<file path="config.mk">
export PLATFORM = sky130hd
export DESIGN_NAME = reset_source_logic
export DESIGN_NICKNAME = d
export VERILOG_FILES = /design/src/logic/reset_source_pkg.sv /design/src/logic/glitch_filter.sv /design/src/logic/reset_source_logic.sv /design/src/logic/startup_timer.sv
export VERILOG_INCLUDE_DIRS = /design/src /design/src/logic
export SDC_FILE = /design/constraint.sdc
export NUM_CORES = 1
export LEC_CHECK = 0
export BUFFER_PORTS_ARGS = -buffer_cell sky130_fd_sc_hd__buf_4
export CORE_UTILIZATION = 51
export CTS_BUF_LIST = sky130_fd_sc_hd__clkbuf_4 sky130_fd_sc_hd__clkbuf_8
export DETAILED_ROUTE_END_ITERATION = 10
export PLACE_DENSITY_LB_ADDON = 0.3
export SYNTH_ARGS = -nofsm -noshare
export SYNTH_HDL_FRONTEND = slang
export SYNTH_HIERARCHICAL = 1
export SYNTH_SLANG_ARGS = --single-unit
</file>
<file path="constraint.sdc">
create_clock -name mclk -period 2.7 [get_ports mclk]
set_clock_uncertainty 0.1 [all_clocks]
set_input_delay 0.54 -clock mclk [delete_from_list [all_inputs] [get_ports mclk]]
set_output_delay 0.54 -clock mclk [all_outputs]
set_load 0.01 [all_outputs]
</file>
<file path="src/logic/reset_source_consts.svh">
// Constants for the reset source logic
`ifndef RESET_SOURCE_CONSTS_SVH
`define RESET_SOURCE_CONSTS_SVH

// Register byte offsets
`define RS_OFS_CAUSE 8'h00
`define RS_OFS_CONFIG 8'h04
`define RS_OFS_CONTROL 8'h08
`define RS_OFS_IRQ_STATUS 8'h0c
`define RS_OFS_IRQ_MASK 8'h10

// Cause register fields
`define RS_CAUSE_EXPIRY 0
`define RS_CAUSE_POWERDOWN 1
`define RS_CAUSE_RESET_INSTR 2
`define RS_CAUSE_STACK_OVER 3
`define RS_CAUSE_STACK_UNDER 4
`define RS_CAUSE_POWER_ON 5
`define RS_CAUSE_BROWNOUT 6
`define RS_CAUSE_PIN 7
`define RS_CAUSE_W 8

// Config register fields
`define RS_CFG_PIN_EN 0
`define RS_CFG_LVP 1
`define RS_CFG_STACK_EN 2
`define RS_CFG_PWRT_N 3
`define RS_CFG_GPIO_PULLUP 4
`define RS_CFG_W 5
`define RS_CFG_RESET 5'h08

// Control register fields
`define RS_CTL_OST_REQ 0

// Interrupt bits: reset events seen while running
`define RS_IRQ_PIN 0
`define RS_IRQ_WATCHDOG 1
`define RS_IRQ_W 2

// Cause bits after power-on: expiry, powerdown, reset_instr and power-on read one
`define RS_CAUSE_POR_VALUE 8'h27

// Timing
`define RS_CLK_NS 4
`define RS_PWRT_NS 64000000
`define RS_PWRT_CYCLES (`RS_PWRT_NS / `RS_CLK_NS)
`define RS_OST_CYCLES 1024
`define RS_FILTER_NS 40
`define RS_FILTER_CYCLES ((`RS_FILTER_NS + `RS_CLK_NS - 1) / `RS_CLK_NS)

`endif

</file>
<file path="src/logic/reset_source_pkg.sv">
// Types for the reset source logic
package reset_source_pkg;

  typedef enum logic [1:0] {
    seq_hold,
    seq_wait,
    seq_run
  } seq_state_e;

  typedef enum logic [1:0] {
    bus_idle,
    bus_wresp,
    bus_rresp
  } bus_state_e;

endpackage

</file>
<file path="src/logic/glitch_filter.sv">
// Glitch filter and synchroniser for the external reset pin
`timescale 1ns/10ps
`default_nettype none

module glitch_filter #(
  parameter int COUNT = 10
) (
  input wire logic mclk, // Clock
  input wire logic rst, // Synchronous reset
  input wire logic pin_in, // Raw pin level
  output logic level // Filtered, synchronised level
);
  typedef struct packed {
    logic sync1;
    logic sync2;
    logic [15:0] cnt;
    logic level;
  } filt_s;

  filt_s q;
  filt_s next_q;

  // Two flops first; only sync2 is seen by the filter
  always_comb begin
    next_q = q;
    next_q.sync1 = pin_in;
    next_q.sync2 = q.sync1;
    // Level follows only after COUNT stable cycles, short pulses die
    if (q.sync2 == q.level) begin
      next_q.cnt = 16'h0000;
    end else if (q.cnt >= 16'(COUNT - 1)) begin
      next_q.level = q.sync2;
      next_q.cnt = 16'h0000;
    end else begin
      next_q.cnt = q.cnt + 16'h0001;
    end
  end

  // Pin is assumed high (released) at reset
  always_ff @(posedge mclk) begin
    if (rst) begin
      q <= '{sync1: 1'b1, sync2: 1'b1, cnt: 16'h0000, level: 1'b1};
    end else begin
      q <= next_q;
    end
  end

  assign level = q.level;
endmodule // glitch_filter

`default_nettype wire

</file>
<file path="src/logic/reset_source_logic.sv">
// Reset source gathering, cause flags and start-up sequencing
`include "reset_source_consts.svh"
`timescale 1ns/10ps
`default_nettype none

// Contract
// - Pin reset enabled by enable bit or LOW_VOLTAGE_PROGRAMMING
// - Pin held low keeps device in reset
// - Weak pull-up on while pin reset enabled
// - Filter ignores short pin glitches
// - Pin never driven, input only
// - Disabled pin is input, software pull-up
// - Watchdog expiry without clear causes reset
// - Watchdog reset updates expiry and powerdown flags
// - Reset instruction resets, clears its flag
// - Stack faults reset, set over/under flag
// - Stack resets only when enable bit set
// - Programming exit behaves like power-on
// - Optional power-up timer after power/brownout
// - Config bit selects power-up timer use
// - Run after timers done and pin released
// - Timers ignore pin; start at power event
module reset_source_logic #(
  parameter int PWRT_CYCLES = `RS_PWRT_CYCLES,
  parameter int OST_CYCLES = `RS_OST_CYCLES,
  parameter int FILTER_CYCLES = `RS_FILTER_CYCLES
) (
  input wire logic mclk, // 250 MHz clock
  input wire logic rst, // Synchronous reset, high
  input wire logic power_on_event, // Power-on pulse
  input wire logic brownout_reset_event, // Brown-out pulse
  input wire logic prog_exit_event, // Programming mode exit pulse
  input wire logic watchdog_timeout, // Watchdog expiry pulse
  input wire logic clear_watchdog_instruction, // Watchdog clear pulse
  input wire logic reset_instruction, // Reset instruction pulse
  input wire logic stack_overflow, // Stack overflow pulse
  input wire logic stack_underflow, // Stack underflow pulse
  input wire logic sleep_instruction, // Sleep entry pulse
  input wire logic external_reset_pin_in, // Pin level in
  output logic external_reset_pin_out, // Pin drive value, always 0
  output logic external_reset_pin_oe, // Pin drive enable, always 0
  output logic pin_pullup_en, // Weak pull-up enable
  output logic pin_gpio_level, // Pin as general input
  output logic core_reset, // Core held in reset
  output logic irq, // Interrupt level
  input wire logic [31:0] s_axi_awaddr, // AXI write address
  input wire logic s_axi_awvalid, // AXI write address valid
  output logic s_axi_awready, // AXI write address ready
  input wire logic [31:0] s_axi_wdata, // AXI write data
  input wire logic [3:0] s_axi_wstrb, // AXI write strobes
  input wire logic s_axi_wvalid, // AXI write data valid
  output logic s_axi_wready, // AXI write data ready
  output logic [1:0] s_axi_bresp, // AXI write response
  output logic s_axi_bvalid, // AXI write response valid
  input wire logic s_axi_bready, // AXI write response ready
  input wire logic [31:0] s_axi_araddr, // AXI read address
  input wire logic s_axi_arvalid, // AXI read address valid
  output logic s_axi_arready, // AXI read address ready
  output logic [31:0] s_axi_rdata, // AXI read data
  output logic [1:0] s_axi_rresp, // AXI read response
  output logic s_axi_rvalid, // AXI read data valid
  input wire logic s_axi_rready // AXI read data ready
);
  import reset_source_pkg::*;

  typedef struct packed {
    reset_source_pkg::seq_state_e seq;
    reset_source_pkg::bus_state_e wst;
    reset_source_pkg::bus_state_e rst_st;
    logic aw_got;
    logic w_got;
    logic [7:0] aw_addr;
    logic [31:0] wdata;
    logic [3:0] wstrb;
    logic [1:0] bresp;
    logic [31:0] rdata;
    logic [1:0] rresp;
    logic [`RS_CAUSE_W-1:0] cause;
    logic [`RS_CFG_W-1:0] cfg;
    logic ost_req;
    logic [`RS_IRQ_W-1:0] irq_status;
    logic [`RS_IRQ_W-1:0] irq_mask;
    logic core_reset;
  } top_s;

  top_s q;
  top_s next_q;

  logic pin_level;
  logic pin_enabled;
  logic pin_reset;
  logic power_start;
  logic sw_reset;
  logic pwrt_done;
  logic ost_done;
  logic aw_fire;
  logic w_fire;
  logic ar_fire;
  logic watchdog_reset;
  logic stack_reset;
  logic wr_commit;
  logic lane0_write;
  logic [7:0] raddr;

  // Filter plus synchroniser on the raw pin
  glitch_filter #(.COUNT(FILTER_CYCLES)) u_filter (
    .mclk(mclk),
    .rst(rst),
    .pin_in(external_reset_pin_in),
    .level(pin_level)
  );

  // Power-up delay; config bit is active low
  startup_timer #(.CYCLES(PWRT_CYCLES)) u_pwrt (
    .mclk(mclk),
    .rst(rst),
    .start(power_start),
    .enable(!q.cfg[`RS_CFG_PWRT_N]),
    .done(pwrt_done)
  );

  // Oscillator start-up delay, when software asks for it
  startup_timer #(.CYCLES(OST_CYCLES)) u_ost (
    .mclk(mclk),
    .rst(rst),
    .start(power_start),
    .enable(q.ost_req),
    .done(ost_done)
  );

  // Reset source decode
  assign pin_enabled = q.cfg[`RS_CFG_PIN_EN] | q.cfg[`RS_CFG_LVP];
  assign pin_reset = pin_enabled & !pin_level;
  // Programming exit takes the power-on path, timers included
  assign power_start = power_on_event | brownout_reset_event | prog_exit_event;
  // A watchdog clear in the same cycle cancels the expiry
  assign watchdog_reset = watchdog_timeout & !clear_watchdog_instruction;
  assign stack_reset = q.cfg[`RS_CFG_STACK_EN] & (stack_overflow | stack_underflow);
  assign sw_reset = watchdog_reset | reset_instruction | stack_reset;

  // Pin is never driven: internal resets stay inside
  assign external_reset_pin_out = 1'b0;
  assign external_reset_pin_oe = 1'b0;
  assign pin_pullup_en = pin_enabled | q.cfg[`RS_CFG_GPIO_PULLUP];
  assign pin_gpio_level = pin_enabled ? 1'b1 : pin_level;
  // Registered so the core never sees a decode glitch
  assign core_reset = q.core_reset;
  // Level interrupt: any unmasked sticky bit
  assign irq = |(q.irq_status & q.irq_mask);

  // Bus handshakes
  assign s_axi_awready = (q.wst == bus_idle) & !q.aw_got;
  assign s_axi_wready = (q.wst == bus_idle) & !q.w_got;
  assign s_axi_arready = (q.rst_st == bus_idle);
  assign aw_fire = s_axi_awvalid & s_axi_awready;
  assign w_fire = s_axi_wvalid & s_axi_wready;
  assign ar_fire = s_axi_arvalid & s_axi_arready;
  assign s_axi_bvalid = (q.wst == bus_wresp);
  assign s_axi_bresp = q.bresp;
  assign s_axi_rvalid = (q.rst_st == bus_rresp);
  assign s_axi_rdata = q.rdata;
  assign s_axi_rresp = q.rresp;

  // A write commits once both halves are in, in either order
  assign wr_commit = (q.wst == bus_idle) & (aw_fire | q.aw_got) & (w_fire | q.w_got);
  // Lane 0 strobe comes from whichever beat carried the data
  assign lane0_write = w_fire ? s_axi_wstrb[0] : q.wstrb[0];
  assign raddr = s_axi_araddr[7:0];

  // Next state: sequencer, cause flags, bus, registers
  always_comb begin
    logic [7:0] waddr;
    logic [31:0] wd;
    logic [`RS_IRQ_W-1:0] irq_set;
    waddr = aw_fire ? s_axi_awaddr[7:0] : q.aw_addr;
    wd = w_fire ? s_axi_wdata : q.wdata;
    irq_set = '0;
    next_q = q;

    // Start-up sequencer
    case (q.seq)
      seq_hold: begin
        // Hold lasts one cycle; after reset the timers finish a cycle later with no power event
        next_q.seq = seq_wait;
      end
      seq_wait: begin
        // Timers run regardless of the pin; leave as soon as all clear
        // A software source in the release cycle keeps the core held
        if (pwrt_done & ost_done & !pin_reset & !sw_reset) begin
          next_q.seq = seq_run;
        end
      end
      seq_run: begin
        if (pin_reset | sw_reset) begin
          next_q.seq = seq_wait;
        end
      end
      default: begin
        next_q.seq = seq_wait;
      end
    endcase
    if (power_start) begin
      next_q.seq = seq_wait;
    end
    next_q.core_reset = (next_q.seq != seq_run);

    // Pin and watchdog resets seen while running raise interrupts
    // A source while already held raises nothing
    if (q.seq == seq_run) begin
      irq_set[`RS_IRQ_PIN] = pin_reset;
      irq_set[`RS_IRQ_WATCHDOG] = watchdog_reset;
    end

    // Software writes first so hardware events below win
    if (wr_commit) begin
      // Response set here only, so it holds while bvalid stands
      next_q.bresp = 2'b00;
      next_q.wst = bus_wresp;
      next_q.aw_got = 1'b0;
      next_q.w_got = 1'b0;
      case (waddr)
        `RS_OFS_CAUSE: begin
          if (lane0_write) begin
            next_q.cause = wd[`RS_CAUSE_W-1:0];
          end
        end
        `RS_OFS_CONFIG: begin
          next_q.cfg = wd[`RS_CFG_W-1:0];
        end
        `RS_OFS_CONTROL: begin
          next_q.ost_req = wd[`RS_CTL_OST_REQ];
        end
        `RS_OFS_IRQ_STATUS: begin
          next_q.irq_status = q.irq_status & ~wd[`RS_IRQ_W-1:0];
        end
        `RS_OFS_IRQ_MASK: begin
          next_q.irq_mask = wd[`RS_IRQ_W-1:0];
        end
        default: begin
          next_q.bresp = 2'b10;
        end
      endcase
    end else begin
      // Hold whichever half came alone until the other arrives
      if (aw_fire) begin
        next_q.aw_got = 1'b1;
        next_q.aw_addr = s_axi_awaddr[7:0];
      end
      if (w_fire) begin
        next_q.w_got = 1'b1;
        next_q.wdata = s_axi_wdata;
        next_q.wstrb = s_axi_wstrb;
      end
    end
    if ((q.wst == bus_wresp) & s_axi_bready) begin
      next_q.wst = bus_idle;
    end
    next_q.irq_status = next_q.irq_status | irq_set;

    // Hardware cause updates override software writes
    if (power_start) begin
      next_q.cause = `RS_CAUSE_POR_VALUE;
      // Brown-out bit only when no power-on in the same cycle
      next_q.cause[`RS_CAUSE_BROWNOUT] = brownout_reset_event & !power_on_event;
    end else if (q.seq == seq_run) begin
      if (pin_reset) begin
        next_q.cause[`RS_CAUSE_PIN] = 1'b1;
      end
      if (watchdog_reset) begin
        next_q.cause[`RS_CAUSE_EXPIRY] = 1'b0;
        next_q.cause[`RS_CAUSE_POWERDOWN] = 1'b1;
      end
      if (reset_instruction) begin
        next_q.cause[`RS_CAUSE_RESET_INSTR] = 1'b0;
      end
      if (q.cfg[`RS_CFG_STACK_EN] & stack_overflow) begin
        next_q.cause[`RS_CAUSE_STACK_OVER] = 1'b1;
      end
      if (q.cfg[`RS_CFG_STACK_EN] & stack_underflow) begin
        next_q.cause[`RS_CAUSE_STACK_UNDER] = 1'b1;
      end
      // Clearing the watchdog marks both flags high
      if (clear_watchdog_instruction) begin
        next_q.cause[`RS_CAUSE_EXPIRY] = 1'b1;
        next_q.cause[`RS_CAUSE_POWERDOWN] = 1'b1;
      end
      // Sleep entry marks the powerdown flag low
      if (sleep_instruction) begin
        next_q.cause[`RS_CAUSE_POWERDOWN] = 1'b0;
      end
    end

    // Read channel, one-cycle answer after the address is taken
    if (ar_fire) begin
      next_q.rst_st = bus_rresp;
      next_q.rresp = 2'b00;
      case (raddr)
        `RS_OFS_CAUSE: next_q.rdata = 32'(q.cause);
        `RS_OFS_CONFIG: next_q.rdata = 32'(q.cfg);
        `RS_OFS_CONTROL: next_q.rdata = {30'h0, !q.core_reset, q.ost_req};
        `RS_OFS_IRQ_STATUS: next_q.rdata = 32'(q.irq_status);
        `RS_OFS_IRQ_MASK: next_q.rdata = 32'(q.irq_mask);
        default: begin
          next_q.rdata = 32'h0000_0000;
          next_q.rresp = 2'b10;
        end
      endcase
    end else if ((q.rst_st == bus_rresp) & s_axi_rready) begin
      next_q.rst_st = bus_idle;
    end
  end

  // State register; a reset acts like power-on
  always_ff @(posedge mclk) begin
    if (rst) begin
      q <= '{
        seq: seq_hold,
        wst: bus_idle,
        rst_st: bus_idle,
        aw_got: 1'b0,
        w_got: 1'b0,
        aw_addr: 8'h00,
        wdata: 32'h0000_0000,
        wstrb: 4'h0,
        bresp: 2'b00,
        rdata: 32'h0000_0000,
        rresp: 2'b00,
        cause: `RS_CAUSE_POR_VALUE,
        cfg: `RS_CFG_RESET,
        ost_req: 1'b0,
        irq_status: '0,
        irq_mask: '0,
        core_reset: 1'b1
      };
    end else begin
      q <= next_q;
    end
  end
endmodule // reset_source_logic

`default_nettype wire

</file>
<file path="src/logic/startup_timer.sv">
// Down counter for the power-up and oscillator start-up delays
`timescale 1ns/10ps
`default_nettype none

module startup_timer #(
  parameter int CYCLES = 1024
) (
  input wire logic mclk, // Clock
  input wire logic rst, // Synchronous reset
  input wire logic start, // Restart pulse
  input wire logic enable, // Zero disables delay
  output logic done // Delay complete, level
);
  typedef struct packed {
    logic [31:0] cnt;
    logic done;
  } tmr_s;

  tmr_s q;
  tmr_s next_q;

  // Counting ignores the pin entirely
  always_comb begin
    next_q = q;
    if (start) begin
      next_q.cnt = enable ? 32'(CYCLES) : 32'h0000_0000;
      next_q.done = !enable;
    end else if (!q.done) begin
      if (q.cnt <= 32'h0000_0001) begin
        next_q.done = 1'b1;
        next_q.cnt = 32'h0000_0000;
      end else begin
        next_q.cnt = q.cnt - 32'h0000_0001;
      end
    end
  end

  always_ff @(posedge mclk) begin
    if (rst) begin
      q <= '{cnt: 32'h0000_0000, done: 1'b0};
    end else begin
      q <= next_q;
    end
  end

  assign done = q.done;
endmodule // startup_timer

`default_nettype wire

</file>
== After elaboration in Yosys (flattened, before gate mapping) ==
Index checks and enable logic that the tools add are counted.
Storage, ports and cells
  register bits after elaboration: 163
  input port bits: 117
  output and inout port bits: 47
Operators by class
  add/subtract/negate cells: 3
  magnitude comparators: 3
  equality and inequality tests: 14
  muxes and demuxes: 41
  bitwise operators: 34
  reductions and logical operators: 31
Operators with widths (number)
  33-bit two-way mux: 4
  32-bit by 1-bit less-or-equal comparator with 1-bit output (second input constant): 2
  32-bit two-way mux: 2
  32-bit by 1-bit subtractor with 32-bit output (second input constant): 2
  8-bit case mux with 5 select lines: 1
  8-bit by 4-bit == test with 1-bit output (second input constant): 4
  8-bit two-way mux: 4
  2-bit two-way mux: 13
  24-bit two-way mux: 1
  1-bit AND: 18
  18-bit two-way mux: 1
  16-bit by 1-bit adder with 16-bit output (second input constant): 1
  8-bit by 3-bit == test with 1-bit output (second input constant): 2
  8-bit by 5-bit == test with 1-bit output (second input constant): 2
  16-bit by 4-bit >= comparator with 1-bit output (second input constant): 1
  8-bit logical NOT: 2
  1-bit two-way mux: 11
  11-bit two-way mux: 1
  5-bit two-way mux: 2
  1-bit OR: 10
  2-bit AND reduction: 5
  5-bit OR reduction: 2
  1-bit logical NOT: 9
  2-bit nonzero test: 4
  13 further kinds: 22

== Depth between registers and ports, before layout ==
  depth in word-level cells: 12
  gate-level depth with buffers: 8
  gate-level depth less buffers: 8

== Modules after synthesis ==
The synthesis kept the hierarchy.
By module, submodules not included
  reset_source_logic: instances 1, cells each 329, area each 2861.5 µm², seq. area each 1041.0 µm²
  startup_timer at u_ost: instances 1, cells each 211, area each 1796.7 µm², seq. area each 660.6 µm²
  startup_timer at u_pwrt: instances 1, cells each 221, area each 1773.0 µm², seq. area each 660.6 µm²
  glitch_filter: instances 1, cells each 46, area each 574.3 µm², seq. area each 380.4 µm²

== Worst setup path after synthesis ==
No wires, ideal clock.
  path type: in2reg
  start point: input brownout_reset_event
  end point: register u_ost/q[13] (netlist bit)
  setup time: 0.062 ns
  data arrival time: 2.519 ns
  required time: 2.538 ns
  slack: 0.019 ns
  stages on the path: 8
  path buffers: 3
  cells stage by stage: or3_1 clkbuf_1 or2_2 clkbuf_1 a41o_1 buf_4 or4_1 nand3_1
On the way
  longest elaborated chain between the ends: 3
  elaborated cells between the ends (all ways): 4
RTL lines
  start, declared: line reset_source_logic.sv:31  | input wire logic brownout_reset_event,
  1-bit OR * (2 in a row): line reset_source_logic.sv:135  | assign power_start = power_on_event | brownout_reset_event | prog_exit_event;
  net power_start: line reset_source_logic.sv:92  | logic power_start;
  2-bit inequality test (no source line) / 33-bit two-way mux (equally long branches)
  end signal, assigned: line startup_timer.sv:40  | q <= '{cnt: 32'h0000_0000, done: 1'b0};
  end signal, assigned: line startup_timer.sv:42  | q <= next_q;
  end, declared: line startup_timer.sv:19  | tmr_s q;
The timed path passes the listed nets; every way through them passes the cells marked *.
A chain may end at the register's enable or synchronous reset.

== Worst setup path in the final report ==
  start point: register u_pwrt/q[22] (netlist bit)
  end point: register u_pwrt/q[32] (netlist bit)
On the way
  longest elaborated chain between the ends: 4
  elaborated cells between the ends (all ways): 5
RTL lines
  start, declared: line startup_timer.sv:19
  start signal, assigned: line startup_timer.sv:40
  start signal, assigned: line startup_timer.sv:42
  32-bit by 1-bit subtractor with 32-bit output / 32-bit by 1-bit less-or-equal comparator with 1-bit output (equally long branches): line startup_timer.sv:33, startup_timer.sv:29
  32-bit two-way mux *: line startup_timer.sv:29  | if (q.cnt <= 32'h0000_0001) begin
  33-bit two-way mux *: line startup_timer.sv:28  | end else if (!q.done) begin
  33-bit two-way mux *: line startup_timer.sv:25  | if (start) begin
Mark *: on every way between the ends. The rest lies on a longest branch, timed or not. The select of a mux whose other input is x is not followed.

==> flow_metrics.env <==
export IMPL_synthesis_area_um2=7010
export IMPL_clock_sinks=137
export IMPL_diodes=0
export IMPL_power_density_nw_per_um2=758
export IMPL_die_x_um=119
export IMPL_setup_viol=0
export IMPL_finalSetupTns_ns=0
export IMPL_fmax_mhz=405
export IMPL_hold_path_class="input pin to register"
export IMPL_syn_avg_cell_area_um2=8.68
export IMPL_portBuffers=60
export IMPL_p_leak_nw=3.34
export IMPL_drive_gt1_share_pct=18.6
export IMPL_cts_hold_repair_buffers=0
export IMPL_cts_tree="yes"
export IMPL_start_util_pct=52.7
export IMPL_worst_setup_path_type="register to register"
export IMPL_synth_area_leader_cell="dfxtp_1"
export IMPL_synth_area_top_cells="dfxtp_1 (39%), nor2_1 (4.6%), buf_4 (4.3%)"
export IMPL_slew_headroom_pct=60.0
export IMPL_fin_nets=1007
export IMPL_cts_repair_resized=0
export IMPL_cts_buffers=17
export IMPL_die_h_um=119
export IMPL_drc_errors=0
export IMPL_seq_area_frac_synth_pct=39.1
export IMPL_drt_iter0_drc=386
export IMPL_antenna_found_initial=0
export IMPL_status="finished, final reports clean"
export IMPL_synthCells=807
export IMPL_maxCapViolCount=0
export IMPL_viasPerCell=5.87
export IMPL_synth_flop_cell="dfxtp_1"
export IMPL_rsz0062_at_grt="no"
export IMPL_io_pins=164
export IMPL_ys_warnings_count=6
export IMPL_clkLatencyLatePin_ns=0.44
export IMPL_worst_pin_slew_ns=0.595
export IMPL_synth_cell_types=76
export IMPL_gp_congestion=0.831
export IMPL_ys_ff_latch=137
export IMPL_worstPathArrival_ns=2.67
export IMPL_slew_violations=0
export IMPL_worstSetupStartpointType="register"
export IMPL_post_drt_wl_per_cell_um=15.3
export IMPL_dp_hpwl_um=12000
export IMPL_ys_async_sr_fraction_pct=0
export IMPL_min_period_ns=2.47
export IMPL_area_delta_synth_final_pct=13.9
export IMPL_clock_path_buffers=2
export IMPL_grt_start_max_net_pins=36
export IMPL_coreArea_um2=13300
export IMPL_synth_top_area_share_pct=39.1
export IMPL_cp_slowest_cell="or4_4"
export IMPL_wl_um=16300
export IMPL_ir_drop_uv=611
export IMPL_utilization_pct=60.0
export IMPL_ant_nets=0
export IMPL_num_fill_cells=1204
export IMPL_grt_pass1_vias=5907
export IMPL_path_cells="or2_1 > or4_4 > nor4_2 > nand2_1 > o31ai_1 > a31oi_1"
export IMPL_path_max_fanout=6
export IMPL_crit_required_ns=2.90
export IMPL_finalHoldViolations=0
export IMPL_ff2ff_setup_slack_ns=0.23
export IMPL_clk_pin_slew_ns=0.07
export IMPL_cts_root_buffer="clkbuf_8"
export IMPL_num_rows=42
export IMPL_cp_end_kind="register"
export IMPL_synth_edf_count=0
export IMPL_cpPeakStageDelay_ns=0.54
export IMPL_grt_pass1_wl_um=27400
export IMPL_overflow=0
export IMPL_h_tree_depth=4
export IMPL_grt_use_total_pct=23.9
export IMPL_firstDrtPassIters=7
export IMPL_dr_total_vias=6277
export IMPL_post_cts_buffers=0
export IMPL_dieArea_um2=14200
export IMPL_min_period_over_period_pct=91.4
==> state kept, by name (all words and copies together) (netlist names) <==
name and cells:
u_filter/next_q 1, q 41, u_ost/q 32, u_pwrt/done 1, u_ost/done 1, u_pwrt/q 32, core_reset 1, s_axi_bresp 1
u_filter/q 17, s_axi_rdata 8, s_axi_rresp 1, u_filter/level 1
==> worst max-delay path, delay by kind of cell, from the launching register on <==
family,cells,cell delay [ns]
AO/OA/AOI/OAI,2,0.34
AND/OR/NAND/NOR,4,1.54
flip-flops,1,0.35
==> area by class of cell <==
cell class	instances	area, µm²	share of cell area, %
timing repair buffer	91	683	8.56
clock buffer	23	304	3.81
clock inverter	8	70.1	0.878
multi-input combinational	613	3880	48.6
sequential	137	2740	34.4
inverter	21	78.8	0.988
tap	176	220	2.76
==> layout by cell type (no fill, tap or decap), types with 22 or more instances in the layout <==
cell type and instances:
nand2_1 57, o21ai_0 22, mux2i_1 27, buf_4 91
nor2_1 85, or3_1 25, a21oi_1 40, dfxtp_1 137
nor3_1 33, conb_1 40
==> kinds of logic (layout without fill, tap and decap cells) <==
family	after synthesis	in the layout	synth area share (%)
and+or+nand+nor	332	332	26.5
AOI/OAI and AO/OA	187	187	18.4
DFF	137	137	39.1
buffers and inverters	95	143	7.59
muxes	35	35	5.47
xor gates and xnor gates	10	10	1.25
adders and majority gates	9	9	1.61
other	2	40	0.107
==> report_power, final <==
| group | switching [mW] | internal, mW | leakage, nW | total, mW |
|---|---|---|---|---|
| logic | 1.26 | 0.879 | 2.03 | 2.14 |
| clock network | 0.752 | 0.832 | 0.194 | 1.58 |
| registers | 0.157 | 2.16 | 1.12 | 2.32 |
| total | 2.17 | 3.87 | 3.34 | 6.05 |
==> through the flow <==
stage / hold WS [ns] / total power, mW / cells / area (µm²) / setup WS, ns
floorplan: 0.289 / 3.87 / 845 / 7150 / 0.0188
global placement: 0.299 / 4.38 / 1038 / 7600 / 0.134
detailed placement: 0.299 / 4.46 / 1038 / 7600 / 0.122
CTS: 0.157 / 6.04 / 1069 / 7970 / 0.196
global route: 0.157 / 6.42 / 1069 / 7980 / 0.0884
finish: 0.178 / 6.05 / 1069 / 7980 / 0.233
==> worst paths after layout <==
check,start,to,cells past startpoint
hold / removal,external_reset_pin_in,u_filter/next_q[17]$_SDFF_PP1_,2
setup / recovery,u_pwrt/q[22]$_SDFFE_PP0P_,u_pwrt/q[32]$_SDFFE_PP0P_,6
hold reg to reg,u_filter/next_q[17]$_SDFF_PP1_,u_filter/q[17]$_SDFF_PP1_,1
setup reg to reg,u_pwrt/q[22]$_SDFFE_PP0P_,u_pwrt/q[32]$_SDFFE_PP0P_,6
==> metal layers <==
metal	wire length (µm)	vias to the layer above	global-route usage (%)
li1	-	3052	-
met4	379	0	11.7
met5	0	-	0
met1	7140	2988	29.7
met2	7920	208	40.0
met3	899	29	4.07
==> synthesized netlist by cell type (4+ instances only) <==
cell	instances
a211o_1	4
a211oi_1	12
a21o_1	5
a21oi_1	40
a22o_1	6
a22oi_1	8
a31oi_1	16
and2_1	5
and3_1	7
buf_2	8
buf_4	40
clkbuf_1	23
dfxtp_1	137
ha_1	9
inv_1	21
mux2_2	6
mux2i_1	27
nand2_1	57
nand2b_1	5
nand3_1	15
nand4_1	7
nor2_1	85
nor2b_1	11
nor3_1	34
nor4_1	20
nor4_2	8
nor4b_1	5
o211ai_1	8
o21ai_0	22
o21ai_1	8
o21bai_1	5
o22ai_1	4
o311ai_0	5
o31ai_1	13
o41ai_1	5
or2_2	10
or3_1	25
or4_1	12
xor2_1	7
Power figures use the tool's default switching activity.
